==> src/rtl/vout_target_map.svh <==
/*
 Command codes, field positions, reset values and timing counts for the output-voltage target
 logic. Included by the package and the design; holds definitions only.
*/
`ifndef VOUT_TARGET_MAP_SVH
`define VOUT_TARGET_MAP_SVH
`define CMD_OPERATION    8'h01
`define CMD_CLEAR_FAULTS 8'h03
`define CMD_MODE         8'h20
`define CMD_COMMAND      8'h21
`define CMD_TRIM         8'h22
`define CMD_UPPER_LIMIT  8'h24
`define CMD_MARGIN_HIGH  8'h25
`define CMD_LOWER_LIMIT  8'h2b
`define CMD_STAT_BYTE    8'h78
`define CMD_STAT_WORD    8'h79
`define CMD_STAT_VOUT    8'h7a
`define CMD_STAT_CML     8'h7e
`define MODE_VALUE       8'h97
`define MARGIN_UNITY     13'sh0200
`define OP_MARGIN_HIGH   5
`define SB_NONE_ABOVE    0
`define SB_CML           1
`define SW_VOUT          15
`define SV_MAXMIN_WARN   3
`define SC_INVALID_DATA  6
`define RST_COMMAND      13'h0100
`define RST_TRIM         7'h00
`define RST_UPPER_LIMIT  12'h180
`define RST_LOWER_LIMIT  12'h000
`define RST_MARGIN_HIGH  11'h210
`define CLK_PERIOD_NS    10
`define STEP_TIME_NS     1000
`define STEP_CYCLES      (`STEP_TIME_NS / `CLK_PERIOD_NS)
`endif

==> src/rtl/vout_target_pkg.sv <==
/*
 Types for the output-voltage target logic.
 Assumes the command map header sits beside it.
*/
`include "vout_target_map.svh"
package vout_target_pkg;
   typedef enum logic [4:0] {
      ST_IDLE = 5'b00001,
      ST_RX   = 5'b00010,
      ST_AK   = 5'b00100,
      ST_TX   = 5'b01000,
      ST_MA   = 5'b10000
   } link_state_t;
   typedef logic [12:0] vcode_t;
endpackage

==> src/rtl/vout_target_limit_logic.sv <==
/*
 Output-voltage target logic of a PMBus-managed buck converter: a PMBus slave on sampled
 SCL/SDA, the target registers, clamping, warning status and a slew-limited ramp.
 Assumes SCL and SDA come from pins (synchronised here) and CONV_EN from local logic.
*/
`timescale 1ns/1ns
`default_nettype none
`include "vout_target_map.svh"
module vout_target_limit_logic #(
   parameter logic [6:0] DEV_ADDR = 7'h2a,   // Arbitrary bus address
   parameter logic [12:0] DAC_MAX = 13'h0180,
   parameter logic [15:0] LIMIT_LO = 16'h00af,
   parameter logic [15:0] LIMIT_HI = 16'h0180,
   parameter int STEP_CYC = `STEP_CYCLES
) (
   input wire logic CLK,
   input wire logic RSTN,
   input wire logic CE,
   input wire logic CONV_EN,
   input wire logic SCL_I,
   input wire logic SDA_I,
   output logic SDA_O,
   output logic SDA_OE_N,
   output logic ALERT_O,
   output logic ALERT_OE_N,
   output vout_target_pkg::vcode_t TARGET_CODE,
   output vout_target_pkg::vcode_t VOUT_CODE
);
   import vout_target_pkg::*;

   logic scl_m, scl_s, scl_d, sda_m, sda_s, sda_d;
   link_state_t st_r;
   logic [2:0] bitc_r, nb_r;
   logic [7:0] sh_r, tx_r, cmd_r, lo_r, wadr_r;
   logic [15:0] wdat_r;
   logic rw_r, half_r, drv_r, txhi_r, wr_r, upd_r;
   vcode_t cmd_v_r, tgt_r, out_r;
   logic [6:0] trim_r;
   logic [11:0] umax_r, umin_r;
   logic [10:0] mh_r;
   logic [7:0] op_r;
   logic warn_r, ivd_r, alert_r;
   logic [15:0] cnt_r;

   // Pin synchronisers
   always_ff @(posedge CLK or negedge RSTN) begin
      if (!RSTN) begin
         {scl_m, scl_s, scl_d} <= 3'h7;
         {sda_m, sda_s, sda_d} <= 3'h7;
      end else if (CE) begin
         {scl_m, scl_s, scl_d} <= {SCL_I, scl_m, scl_s};
         {sda_m, sda_s, sda_d} <= {SDA_I, sda_m, sda_s};
      end
   end

   wire rise = scl_s & ~scl_d;
   wire fall = ~scl_s & scl_d;
   wire start = scl_s & scl_d & sda_d & ~sda_s;
   wire stop = scl_s & scl_d & ~sda_d & sda_s;
   wire ack_ok = (nb_r != 3'h0) | (sh_r[7:1] == DEV_ADDR);
   wire [7:0] wadr_w = (nb_r == 3'h1) ? sh_r : cmd_r;
   wire commit_w = (nb_r == 3'h1 && sh_r == `CMD_CLEAR_FAULTS) ||
      (nb_r == 3'h2 && cmd_r == `CMD_OPERATION) || (nb_r == 3'h3);
   wire [15:0] wdat_w = (nb_r == 3'h3) ? {sh_r, lo_r} : {8'h00, sh_r};

   // Read-back selection
   wire signed [15:0] trim_ext = {{9{trim_r[6]}}, trim_r};
   wire [7:0] sbyte = (8'(warn_r) << `SB_NONE_ABOVE) | (8'(ivd_r) << `SB_CML);
   wire [15:0] rd_word =
      (cmd_r == `CMD_OPERATION) ? {8'h00, op_r} :
      (cmd_r == `CMD_MODE) ? {8'h00, `MODE_VALUE} :
      (cmd_r == `CMD_COMMAND) ? {3'h0, cmd_v_r} :
      (cmd_r == `CMD_TRIM) ? trim_ext :
      (cmd_r == `CMD_UPPER_LIMIT) ? {4'h0, umax_r} :
      (cmd_r == `CMD_MARGIN_HIGH) ? {5'h00, mh_r} :
      (cmd_r == `CMD_LOWER_LIMIT) ? {4'h0, umin_r} :
      (cmd_r == `CMD_STAT_BYTE) ? {8'h00, sbyte} :
      (cmd_r == `CMD_STAT_WORD) ? ((16'(warn_r) << `SW_VOUT) | {8'h00, sbyte}) :
      (cmd_r == `CMD_STAT_VOUT) ? (16'(warn_r) << `SV_MAXMIN_WARN) :
      (cmd_r == `CMD_STAT_CML) ? (16'(ivd_r) << `SC_INVALID_DATA) : 16'h0000;
   wire [7:0] tx_next = txhi_r ? rd_word[15:8] : 8'h00;

   // Byte-level bus engine
   always_ff @(posedge CLK or negedge RSTN) begin
      if (!RSTN) begin
         st_r <= ST_IDLE;
         {bitc_r, nb_r, sh_r, tx_r, cmd_r, lo_r} <= '0;
         {rw_r, half_r, drv_r, txhi_r, wr_r} <= '0;
         wadr_r <= 8'h00;
         wdat_r <= 16'h0000;
      end else if (CE) begin
         wr_r <= 1'b0;
         if (stop) begin
            st_r <= ST_IDLE;
            drv_r <= 1'b0;
         end else if (start) begin
            st_r <= ST_RX;
            bitc_r <= 3'h0;
            nb_r <= 3'h0;
            drv_r <= 1'b0;
         end else begin
            unique case (st_r)
               ST_IDLE: begin
               end
               ST_RX: if (rise) begin
                  sh_r <= {sh_r[6:0], sda_s};
                  bitc_r <= bitc_r + 3'h1;
                  half_r <= 1'b0;
                  if (bitc_r == 3'h7) st_r <= ST_AK;
               end
               ST_AK: if (fall) begin
                  if (!half_r) begin
                     half_r <= 1'b1;
                     drv_r <= ack_ok;
                     if (!ack_ok) st_r <= ST_IDLE;
                     if (nb_r == 3'h0) rw_r <= sh_r[0];
                     if (nb_r == 3'h1) cmd_r <= sh_r;
                     if (nb_r == 3'h2) lo_r <= sh_r;
                     if (nb_r != 3'h7) nb_r <= nb_r + 3'h1;
                     wr_r <= commit_w & ~rw_r;
                     wadr_r <= wadr_w;
                     wdat_r <= wdat_w;
                  end else if (rw_r) begin
                     st_r <= ST_TX;
                     tx_r <= rd_word[7:0];
                     drv_r <= ~rd_word[7];
                     bitc_r <= 3'h0;
                     txhi_r <= 1'b1;
                  end else begin
                     drv_r <= 1'b0;
                     st_r <= ST_RX;
                     bitc_r <= 3'h0;
                  end
               end
               ST_TX: if (fall) begin
                  if (bitc_r == 3'h7) begin
                     drv_r <= 1'b0;
                     st_r <= ST_MA;
                  end else begin
                     drv_r <= ~tx_r[6];
                     tx_r <= {tx_r[6:0], 1'b0};
                     bitc_r <= bitc_r + 3'h1;
                  end
               end
               ST_MA: if (rise && sda_s) begin
                  st_r <= ST_IDLE;
               end else if (fall) begin
                  st_r <= ST_TX;
                  tx_r <= tx_next;
                  drv_r <= ~tx_next[7];
                  bitc_r <= 3'h0;
                  txhi_r <= 1'b0;
               end
            endcase
         end
      end
   end

   // Write decode
   wire w_cmd = wr_r & (wadr_r == `CMD_COMMAND);
   wire w_trim = wr_r & (wadr_r == `CMD_TRIM);
   wire w_max = wr_r & (wadr_r == `CMD_UPPER_LIMIT);
   wire w_min = wr_r & (wadr_r == `CMD_LOWER_LIMIT);
   wire w_mh = wr_r & (wadr_r == `CMD_MARGIN_HIGH);
   wire w_op = wr_r & (wadr_r == `CMD_OPERATION);
   wire clr = wr_r & (wadr_r == `CMD_CLEAR_FAULTS);
   wire trim_bad = ~(&wdat_r[15:6] | ~|wdat_r[15:6]);
   wire max_bad = (wdat_r < LIMIT_LO) | (wdat_r > LIMIT_HI);
   wire mh_bad = |wdat_r[15:11];
   wire ivd_set = (w_trim & trim_bad) | (w_max & max_bad) | (w_mh & mh_bad) |
      (wr_r & (wadr_r == `CMD_MODE));
   wire signed [17:0] vmax_s = $signed({6'h00, umax_r});
   wire signed [17:0] vmin_s = $signed({6'h00, umin_r});
   wire signed [17:0] cw = $signed({5'h00, wdat_r[12:0]}) + 18'(trim_ext);
   wire cmd_hi = cw > vmax_s;
   wire cmd_lo = cw < vmin_s;
   wire vcode_t cmd_new = cmd_hi ? {1'b0, umax_r} : cmd_lo ? {1'b0, umin_r} : wdat_r[12:0];

   // Target: command plus trim plus relative margin, then clamps
   wire signed [12:0] mdelta = $signed({2'b00, mh_r}) - `MARGIN_UNITY;
   wire signed [26:0] prod = $signed({1'b0, cmd_v_r}) * mdelta;
   wire signed [17:0] mterm = op_r[`OP_MARGIN_HIGH] ? prod[26:9] : 18'sh00000;
   wire signed [17:0] raw = $signed({5'h00, cmd_v_r}) + 18'(trim_ext) + mterm;
   wire signed [17:0] dac_s = $signed({5'h00, DAC_MAX});
   // Lower limit first, so it can never lift the target past the DAC range
   wire signed [17:0] t1 = (raw < vmin_s) ? vmin_s : raw;
   wire signed [17:0] t2 = (t1 > dac_s) ? dac_s : t1;
   wire signed [17:0] t3 = (t2 > vmax_s) ? vmax_s : t2;
   wire vcode_t target_w = t3[12:0];
   wire over_w = (raw > vmax_s) | (raw < vmin_s) | (raw > dac_s);
   wire warn_set = (w_cmd & (cmd_hi | cmd_lo)) | (upd_r & over_w);

   // Register file and sticky status; a set wins over a clear
   always_ff @(posedge CLK or negedge RSTN) begin
      if (!RSTN) begin
         cmd_v_r <= `RST_COMMAND;
         trim_r <= `RST_TRIM;
         umax_r <= `RST_UPPER_LIMIT;
         umin_r <= `RST_LOWER_LIMIT;
         mh_r <= `RST_MARGIN_HIGH;
         op_r <= 8'h00;
         {warn_r, ivd_r, alert_r, upd_r} <= 4'h0;
      end else if (CE) begin
         if (w_cmd) cmd_v_r <= cmd_new;
         if (w_trim && !trim_bad) trim_r <= wdat_r[6:0];
         if (w_max && !max_bad) umax_r <= wdat_r[11:0];
         if (w_min) umin_r <= wdat_r[11:0];
         if (w_mh && !mh_bad) mh_r <= wdat_r[10:0];
         if (w_op) op_r <= wdat_r[7:0];
         upd_r <= w_cmd | w_trim | w_max | w_min | w_mh | w_op;
         warn_r <= warn_set | (warn_r & ~clr);
         ivd_r <= ivd_set | (ivd_r & ~clr);
         alert_r <= warn_set | ivd_set | ((warn_r | ivd_r) & ~clr);
      end
   end

   // Single slew-limited ramp toward the clamped target
   wire step = (cnt_r == 16'(STEP_CYC - 1));
   always_ff @(posedge CLK or negedge RSTN) begin
      if (!RSTN) begin
         tgt_r <= `RST_COMMAND;
         out_r <= 13'h0000;
         cnt_r <= 16'h0000;
      end else if (CE) begin
         tgt_r <= target_w;
         cnt_r <= step ? 16'h0000 : cnt_r + 16'h0001;
         if (step && CONV_EN && out_r < tgt_r) out_r <= out_r + 13'h0001;
         if (step && CONV_EN && out_r > tgt_r) out_r <= out_r - 13'h0001;
      end
   end

   assign SDA_O = 1'b0;
   assign SDA_OE_N = ~drv_r;
   assign ALERT_O = 1'b0;
   assign ALERT_OE_N = ~alert_r;
   assign TARGET_CODE = tgt_r;
   assign VOUT_CODE = out_r;
endmodule
`default_nettype wire

==> config.mk <==
export PLATFORM = sky130hd
export DESIGN_NAME = vout_target_limit_logic
export DESIGN_NICKNAME = d
export VERILOG_FILES = /design/src/rtl/vout_target_pkg.sv /design/src/rtl/vout_target_limit_logic.sv
export VERILOG_INCLUDE_DIRS = /design/src /design/src/rtl
export SDC_FILE = /design/constraint.sdc
export NUM_CORES = 1
export LEC_CHECK = 0
export BUFFER_PORTS_ARGS = -buffer_cell sky130_fd_sc_hd__buf_2
export CORE_ASPECT_RATIO = 1.75
export CORE_MARGIN = 4
export CORE_UTILIZATION = 31
export DETAILED_ROUTE_END_ITERATION = 16
export PLACE_DENSITY_LB_ADDON = 0.15
export SETUP_SLACK_MARGIN = 0.3
export SLEW_MARGIN = 30
export SYNTH_ARGS = -nofsm -noshare
export SYNTH_HDL_FRONTEND = slang
export SYNTH_SLANG_ARGS = --single-unit
==> constraint.sdc <==
create_clock -name CLK -period 31 [get_ports CLK]
set_input_delay 4.65 -clock CLK [delete_from_list [all_inputs] [get_ports CLK]]
set_output_delay 4.65 -clock CLK [all_outputs]
set_load 0.01 [all_outputs]
==> results of run 1 <==
-- registers in the layout, summed over array words and instances, names as in the netlist, 3 cells and up --
register     count
cnt_r           16
wdat_r          16
TARGET_CODE     13
VOUT_CODE       13
cmd_v_r         13
umax_r          12
umin_r          12
mh_r            11
lo_r             8
op_r             8
sh_r             8
wadr_r           8
trim_r           7
tx_r             7
st_r             5
bitc_r           3
nb_r             3
-- final cells by class --
type / count / area (sq um)
Clock buffer: 17 / 425
Clock inverter: 15 / 221
Fill cell: 5964 / 37800
Inverter: 220 / 826
Multi-Input combinational cell: 1497 / 12300
Sequential cell: 178 / 4470
Tap cell: 767 / 960
Timing Repair Buffer: 59 / 367
-- how the worst max path moves through the flow --
stage | to | from | slack [ns]
global placement | TARGET_CODE[7] | mh_r[9] | 17.50
global route | TARGET_CODE[4] | mh_r[9] | 16.31
floorplan | TARGET_CODE[10] | mh_r[9] | 19.04
detailed placement | TARGET_CODE[7] | mh_r[9] | 17.35
CTS | TARGET_CODE[7] | mh_r[9] | 17.29
finish | TARGET_CODE[7] | mh_r[9] | 17.37
-- worst max-delay path: cells and delay by family (launching register included) --
family | cells | cell delay (ns)
buffers and inverters | 6 | 0.80
AOI/OAI and AO/OA | 18 | 4.99
xor gates and xnor gates | 1 | 0.14
and+or+nand+nor | 11 | 1.68
adders and majority gates | 11 | 5.18
DFF | 1 | 0.67
-- cells by family after synthesis --
| kind of cell | synth area share, % |
|---|---|
| AOI/OAI and AO/OA | 15.1 |
| xor gates and xnor gates | 2.88 |
| adders and majority gates | 27.9 |
| buffers and inverters | 6.76 |
| DFF | 24.9 |
| muxes | 5.66 |
| other | 0.0209 |
| and+or+nand+nor | 16.7 |
-- synthesized netlist by cell type (17+ instances only) --
cell      instances
nand3_1          47
a31oi_1          22
nand2_1         208
mux2i_1          25
inv_1           217
nor2_1           92
a21o_1           29
dfrtp_1         165
o21ai_1          20
fa_1            125
nor3_1           32
and3_1           18
xnor2_1          40
and2_1           63
nand4_1          20
xor2_1           19
a21oi_1          87
nand2b_1         25
nor2b_1          41
clkbuf_1         65
a22oi_1          17
ha_1            201
o21ai_0         104
mux2_2           68
-- layer usage --
layer  track usage (%)  vias up  part of all wire (%)
met1              19.9     7312                    35
met2              39.1      364                    57
li1                  -     6841                     -
met3              1.59      124                   2.8
met5                 0        -                     0
met4              10.2        0                   6.0
-- power by group through the flow --
stage          clock network (mW)  registers, mW  logic, mW
6_report                    0.231          0.263     0.0827
5_1_grt                     0.248          0.265     0.0930
3_5_place_dp                    0          0.268     0.0833
3_3_place_gp                    0          0.267     0.0821
2_1_floorplan                   0          0.263     0.0595
4_1_cts                     0.238          0.263     0.0835
-- per-stage QoR --
| step | hold WS [ns] | instances | setup slack (ns) | utilization, % |
|---|---|---|---|---|
| after floorplan | 0.443 | 1976 | 19.04 | - |
| after global routing | 0.500 | 2753 | 16.31 | 34.1 |
| final | 0.471 | 2753 | 17.37 | 34.1 |
| after global placement | 0.458 | 2720 | 17.50 | 33.0 |
| after detailed placement | 0.462 | 2721 | 17.35 | 33.0 |
| after CTS | 0.478 | 2753 | 17.29 | 34.1 |
==> results.json, run 1 <==
{
  "final_common_cell": "inv_1",
  "min_path_cells": 1,
  "critPathMaxStageDelay_ns": 0.67,
  "vias": 14641,
  "r2r-start": "mh_r[9]",
  "synth-seq-cells": 178,
  "vias_per_cell": 5.32,
  "path_class": "reg2reg",
  "placement.io_buffers": 33,
  "cts.sinks": 178,
  "drive_gt1_share_pct": 9.97,
  "ys_warn_count": 0,
  "syn_avg_cell_area_sq_um": 9.09,
  "reg2reg_depth": 47,
  "cts_tree": "done",
  "final-setup-viol-count": 0,
  "p_total_mw": 0.577,
  "mostFrequentLayoutCells": "inv_1, nand2_1, ha_1, dfrtp_1, fa_1",
  "slew_viol_final": 0,
  "path_max_fanout": 19,
  "synth-edff-count": 0,
  "clock_latency_ns": 0.46,
  "min_path_type": "reg2reg",
  "p_switching_mw": 0.186,
  "nets": 2305,
  "r2r_end": "TARGET_CODE[7]",
  "yosysTopAreaCell": "dfrtp_1",
  "p_sw_share_pct": 32.3,
  "track_usage_pct": 19.7,
  "clockBufferDepth": 2,
  "synth_flop_cell": "dfrtp_1",
  "grt_pass1_vias": 15204,
  "antenna_found_initial": 0,
  "syn2layout_area_growth_pct": 8.93,
  "coreArea_sq_um": 57300,
  "fin_tns_setup_ns": 0,
  "grt_start_max_net_pins": 62,
  "async_reset_ff_share_pct": 100,
  "die_y_um": 326,
  "ant_nets": 0,
  "p_seq_share_pct": 45.6,
  "finalWirelength_um": 60500,
  "ir_drop_mv": 0.0351,
  "synth_top_area_share_pct": 23.0,
  "die-area_sq_um": 62000,
  "start_kind": "flop",
  "drt-wirelength-per-cell_um": 22.0,
  "first_iter_violations": 792,
  "post-cts-setup-buffer-count": 0,
  "status": "complete, no violations",
  "hpwl_um": 48800,
  "cts.clk_slew.worst_paths_ns": 0.08,
  "cts_buffers": 17,
  "powerDensity_nw_per_um2": 29.5,
  "p_comb_share_pct": 14.3,
  "hold_viol": 0,
  "final_cell_area_sq_um": 19600,
  "crit_slowest_cell": "dfstp_2",
  "min_period_over_period_pct": 44.0,
  "place_congestion": 0.910,
  "root_buffer": "clkbuf_16",
  "fin_skew_ns": 0.0140,
  "cts-resized-gates": 0,
  "end_kind": "flop",
  "yosysSeqAreaShare_pct": 24.9,
  "fin_crit_ns": 13.63,
  "tightest_slew_ns": 0.978,
  "cp.arrival_ns": 13.95,
  "htreeDepth": 4,
  "p_leak_nw": 9.69,
  "p_int_mw": 0.391,
  "min_to": "cnt_r[15]",
  "place_area_sq_um": 18900,
  "core.rowCount": 116,
  "grt_first_pass_wirelength_um": 93100,
  "cap_violations": 0,
  "start_util_pct": 31.3,
  "timing.slew.headroom_pct": 34.1,
  "worst_path_most_repeated_cell": "fa_1",
  "fp.dieW_um": 190,
  "reg2reg_slack_ns": 17.37,
  "overflow": 0,
  "drc": 0,
  "yosysUniqueCellTypes": 92,
  "min_from": "cnt_r[15]",
  "synthCells": 1975,
  "cts_hold_buf": 0,
  "ios": 36,
  "drt_pass1_iterations": 6,
  "required_ns": 31.33,
  "n_antenna_cell": 0,
  "fmax_ghz": 0.0734,
  "rsz0062_at_grt": "no",
  "p_clk_share_pct": 40.0,
  "ys_top_cells_by_area": "dfrtp_1, ha_1, fa_1",
  "netlist_area_sq_um": 18000
}
(Power assumes the default switching activity.)
==> inputs of run 2 (changes only) <==
clock period = 12.5 ns   (was 31 ns; I/O delays follow)
==> results.json, run 2 (synthesis gave the netlist of run 1 again) <==
{
  "status": "complete, no violations",
  "root_buffer": "clkbuf_16",
  "cts.sinks": 178,
  "p_seq_share_pct": 46.7,
  "r2r_end": "TARGET_CODE[7]",
  "hpwl_um": 48900,
  "cts.clk_slew.worst_paths_ns": 0.08,
  "grt_first_pass_wirelength_um": 93700,
  "fin_tns_setup_ns": 0,
  "worst_path_most_repeated_cell": "fa_1",
  "r2r-start": "mh_r[9]",
  "drc": 0,
  "start_kind": "flop",
  "min_period_over_period_pct": 92.7,
  "rsz0062_at_grt": "no",
  "die-area_sq_um": 62000,
  "cap_violations": 0,
  "grt_start_max_net_pins": 75,
  "htreeDepth": 4,
  "die_y_um": 326,
  "p_clk_share_pct": 38.6,
  "syn2layout_area_growth_pct": 10.6,
  "core.rowCount": 116,
  "p_comb_share_pct": 14.7,
  "finalWirelength_um": 60300,
  "fin_skew_ns": 0.0137,
  "clockBufferDepth": 2,
  "vias_per_cell": 5.30,
  "timing.slew.headroom_pct": 30.4,
  "cp.arrival_ns": 11.95,
  "fin_crit_ns": 11.58,
  "fmax_ghz": 0.0863,
  "largestRegisters": "cnt_r x16, wdat_r x16",
  "p_leak_nw": 9.84,
  "required_ns": 12.87,
  "path_max_fanout": 14,
  "n_antenna_cell": 0,
  "path_class": "reg2reg",
  "p_int_mw": 0.976,
  "crit_end": "TARGET_CODE[7]",
  "fillCellCount": 5983,
  "critPathMaxStageDelay_ns": 0.55,
  "slew_viol_final": 0,
  "ir_drop_mv": 0.0968,
  "reg2reg_slack_ns": 0.92,
  "hold-worst-slack_ns": 0.480,
  "powerDensity_nw_per_um2": 70.5,
  "startpoint": "mh_r[9]",
  "fp.dieW_um": 190,
  "end_kind": "flop",
  "crit_slowest_cell": "fa_1",
  "placement.io_buffers": 33,
  "drive_gt1_share_pct": 12.3,
  "p_switching_mw": 0.424,
  "cts_tree": "done",
  "p_sw_share_pct": 30.3,
  "min_path_type": "reg2reg",
  "place_congestion": 0.906,
  "hold_viol": 0,
  "overflow": 0,
  "grt_pass1_vias": 15735,
  "clock_latency_ns": 0.46,
  "vias": 14724,
  "ant_nets": 0,
  "first_iter_violations": 633,
  "drt-wirelength-per-cell_um": 21.7,
  "nets": 2332,
  "ios": 36,
  "antenna_found_initial": 0,
  "coreArea_sq_um": 57300,
  "cts_buffers": 17,
  "final-setup-viol-count": 0,
  "tightest_slew_ns": 1.03,
  "start_util_pct": 31.3,
  "reg2reg_depth": 46,
  "final_common_cell": "inv_1",
  "track_usage_pct": 19.7,
  "drt_pass1_iterations": 6,
  "mostFrequentLayoutCells": "inv_1, nand2_1, ha_1, dfrtp_1, fa_1"
}
run 2: cell types whose count changed in the layout (fill, tap and decap cells not counted), moves of 3 or more:
cell,change
a211oi_2,+5
inv_6,+3
ha_1,-3
buf_4,+27
clkinvlp_4,+3
a211oi_1,-5
dfrtp_1,-3
clkinv_8,-9
dfrtp_2,+3
run 2: cell type report:
cell class,count,area [sq um],share of cell area (%)
multi-input cells,1497,12400,62.7
inverters,220,826,4.16
flip-flops and latches,178,4470,22.5
repair buffers,86,576,2.90
well taps,767,960,4.83
clock inverters,12,121,0.611
clock buffers,20,447,2.25
run 2: how the worst min path moves through the flow:
| stage | from | endpoint | slack [ns] | depth (start not counted) |
|---|---|---|---|---|
| 2_1_floorplan | cnt_r[15] | cnt_r[15] | 0.44 | 1 |
| 3_3_place_gp | cnt_r[15] | cnt_r[15] | 0.46 | 1 |
| 3_5_place_dp | cnt_r[15] | cnt_r[15] | 0.47 | 1 |
| 4_1_cts | cnt_r[9] | cnt_r[9] | 0.49 | 1 |
| 5_1_grt | cnt_r[15] | cnt_r[15] | 0.51 | 1 |
| 6_report | cnt_r[15] | cnt_r[15] | 0.48 | 1 |
run 2: per-stage QoR:
stage / utilization (%) / setup slack (ns) / power (mW) / std cells / instance area, sq um
after floorplan: - / 0.544 / 0.799 / 1976 / 18000
after global placement: 33.3 / 0.628 / 0.868 / 2744 / 19100
after detailed placement: 33.3 / 0.447 / 0.873 / 2744 / 19100
after CTS: 34.3 / 0.382 / 1.42 / 2776 / 19700
after global routing: 34.6 / 0.279 / 1.47 / 2780 / 19900
final: 34.6 / 0.915 / 1.40 / 2780 / 19900
run 2: layer usage:
| layer | up-vias | track usage, % | part of all wire (%) |
|---|---|---|---|
| li1 | 6877 | - | - |
| met1 | 7381 | 19.7 | 35 |
| met2 | 306 | 38.3 | 55 |
| met3 | 160 | 1.76 | 2.4 |
| met4 | 0 | 12.1 | 7.5 |
| met5 | - | 0 | 0 |
run 2: worst max-delay path, delay by kind of cell (launching register included):
family,cells,cell delay [ns]
multiplexers,1,0.31
AND/OR/NAND/NOR,10,1.99
adder cells (fa/ha/maj),11,4.62
XOR/XNOR,1,0.14
buffers and inverters,9,0.93
AO/OA/AOI/OAI,14,2.97
flip-flops,1,0.53
run 2: repair_timing:
item	in CTS	in global routing
setup buffers	0	4
hold buffers	0	0
endpoints found under the hold margin	0	0
gates resized for setup	0	33
setup endpoints to repair	0	12
run 2: power by group through the flow:
stage               clock network (mW)  logic [mW]  registers [mW]
floorplan                            0       0.148           0.651
global placement                     0       0.205           0.663
detailed placement                   0       0.209           0.664
CTS                              0.556       0.209           0.653
global route                     0.579       0.234           0.660
finish                           0.541       0.206           0.653
==> inputs of run 3 (changes only) <==
CELL_PAD_IN_SITES_DETAIL_PLACEMENT = 1   (was default)
CELL_PAD_IN_SITES_GLOBAL_PLACEMENT = 2   (was default)
==> results.json, run 3 (synthesis gave the netlist of run 1 again) <==
{
  "ir_drop_mv": 0.109,
  "placement.io_buffers": 33,
  "first_iter_violations": 627,
  "final-setup-viol-count": 0,
  "end_kind": "flop",
  "critPathMaxStageDelay_ns": 0.55,
  "r2r-start": "mh_r[9]",
  "rsz0062_at_grt": "yes",
  "cts_hold_buf": 0,
  "fmax_ghz": 0.0849,
  "grt_pass1_vias": 16827,
  "p_leak_nw": 10.0,
  "ant_nets": 0,
  "track_usage_pct": 21.7,
  "largestRegisters": "cnt_r x16, wdat_r x16",
  "fin_tns_setup_ns": 0,
  "overflow": 0,
  "drc": 0,
  "syn2layout_area_growth_pct": 12.8,
  "vias_per_cell": 5.34,
  "reg2reg_depth": 46,
  "cts.sinks": 178,
  "required_ns": 12.92,
  "drive_gt1_share_pct": 13.3,
  "nets": 2353,
  "path_class": "reg2reg",
  "cts_buffers": 25,
  "timing.slew.headroom_pct": 37.1,
  "tightest_slew_ns": 0.940,
  "cp.arrival_ns": 12.21,
  "root_buffer": "clkbuf_16",
  "status": "complete, no violations",
  "pre_cts_slack_ns": 0.339,
  "grt_first_pass_wirelength_um": 103000,
  "p_total_mw": 1.56,
  "fin_skew_ns": 0.0291,
  "min_from": "cnt_r[15]",
  "min_path_type": "reg2reg",
  "finalWirelength_um": 66900,
  "worst_path_most_repeated_cell": "fa_1",
  "antenna_found_initial": 0,
  "coreArea_sq_um": 57300,
  "hold_viol": 0,
  "ios": 36,
  "post-route-util_pct": 35.3,
  "cap_violations": 0,
  "mostFrequentLayoutCells": "inv_1, nand2_1, ha_1, dfrtp_1, fa_1",
  "cts.clk_slew.worst_paths_ns": 0.07,
  "fp.dieW_um": 190,
  "reg2reg_slack_ns": 0.71,
  "start_util_pct": 31.3,
  "core.rowCount": 116,
  "cts_tree": "done",
  "clock_latency_ns": 0.52,
  "fin_crit_ns": 11.79,
  "fin_ws_ns": 0.715,
  "min_period_over_period_pct": 94.3,
  "final_common_cell": "inv_1",
  "die-area_sq_um": 62000,
  "drt-wirelength-per-cell_um": 23.9,
  "vias": 14906,
  "slew_viol_final": 0,
  "layoutNonFillerInstCount": 2794,
  "min_path_cells": 1,
  "r2r_end": "TARGET_CODE[8]",
  "die_y_um": 326,
  "powerDensity_nw_per_um2": 76.8,
  "clockBufferDepth": 3,
  "hpwl_um": 54400,
  "place_congestion": 0.868,
  "place_inst": 2751,
  "min_to": "cnt_r[15]",
  "drt_pass1_iterations": 6,
  "crit_slowest_cell": "fa_1",
  "grt_start_max_net_pins": 112,
  "n_antenna_cell": 0,
  "htreeDepth": 4,
  "path_max_fanout": 15,
  "start_kind": "flop"
}
==> run 3: cell types whose count changed in the layout (fill, tap and decap cells not counted), moves of 4 or more <==
cell       before  now
buf_4          52   60
clkbuf_16      17   25
ha_1          198  194
inv_6           4    0
==> run 3: how the worst max path moves through the flow <==
| stage | depth (start not counted) | end | from | slack [ns] |
|---|---|---|---|---|
| after floorplan | 53 | TARGET_CODE[10] | mh_r[9] | 0.54 |
| after global placement | 47 | TARGET_CODE[11] | mh_r[9] | 0.67 |
| after detailed placement | 45 | TARGET_CODE[11] | mh_r[9] | 0.34 |
| after CTS | 45 | TARGET_CODE[11] | mh_r[9] | 0.32 |
| after global routing | 48 | TARGET_CODE[9] | mh_r[10] | 0.20 |
| final | 46 | TARGET_CODE[8] | mh_r[9] | 0.71 |
==> run 3: routing by layer <==
layer	vias to the layer above	GRT usage [%]	wire length, um
met3	139	1.99	1420
met2	241	44.0	38500
li1	6915	-	-
met4	0	11.2	4150
met1	7611	21.2	22800
met5	-	0	0
==> run 3: critical path, delay by kind of cell (launching register included) <==
kind | cells | cell delay [ns]
compound gates | 14 | 3.19
xor+xnor | 1 | 0.13
fa+ha+maj | 11 | 4.58
buf+inv | 9 | 0.93
flops | 1 | 0.54
mux | 1 | 0.27
simple gates | 10 | 2.07
==> run 3: area by class of cell <==
class | count | area [sq um]
multi-input cells | 1498 | 12500
fillers | 6646 | 37100
clock inverters | 5 | 104
clock buffers | 28 | 647
repair buffers | 98 | 692
flip-flops and latches | 178 | 4480
inverters | 220 | 830
well taps | 767 | 960
==> run 3: repair_timing <==
action / CTS / global route
setup endpoints to repair: 0 / 12
setup buffers: 0 / 7
gates resized for setup: 0 / 49
==> run 3: stage by stage <==
| stage | area (sq um) | hold slack, ns |
|---|---|---|
| finish | 20300 | 0.471 |
| global route | 20300 | 0.500 |
| CTS | 19900 | 0.476 |
| detailed placement | 19100 | 0.467 |
| global placement | 19100 | 0.458 |
| floorplan | 18000 | 0.443 |
==> run 3: power breakdown <==
group	total (mW)	internal (mW)	switching [mW]
Sequential	0.656	0.614	0.0420
Clock	0.685	0.427	0.259
Combinational	0.214	0.0791	0.135
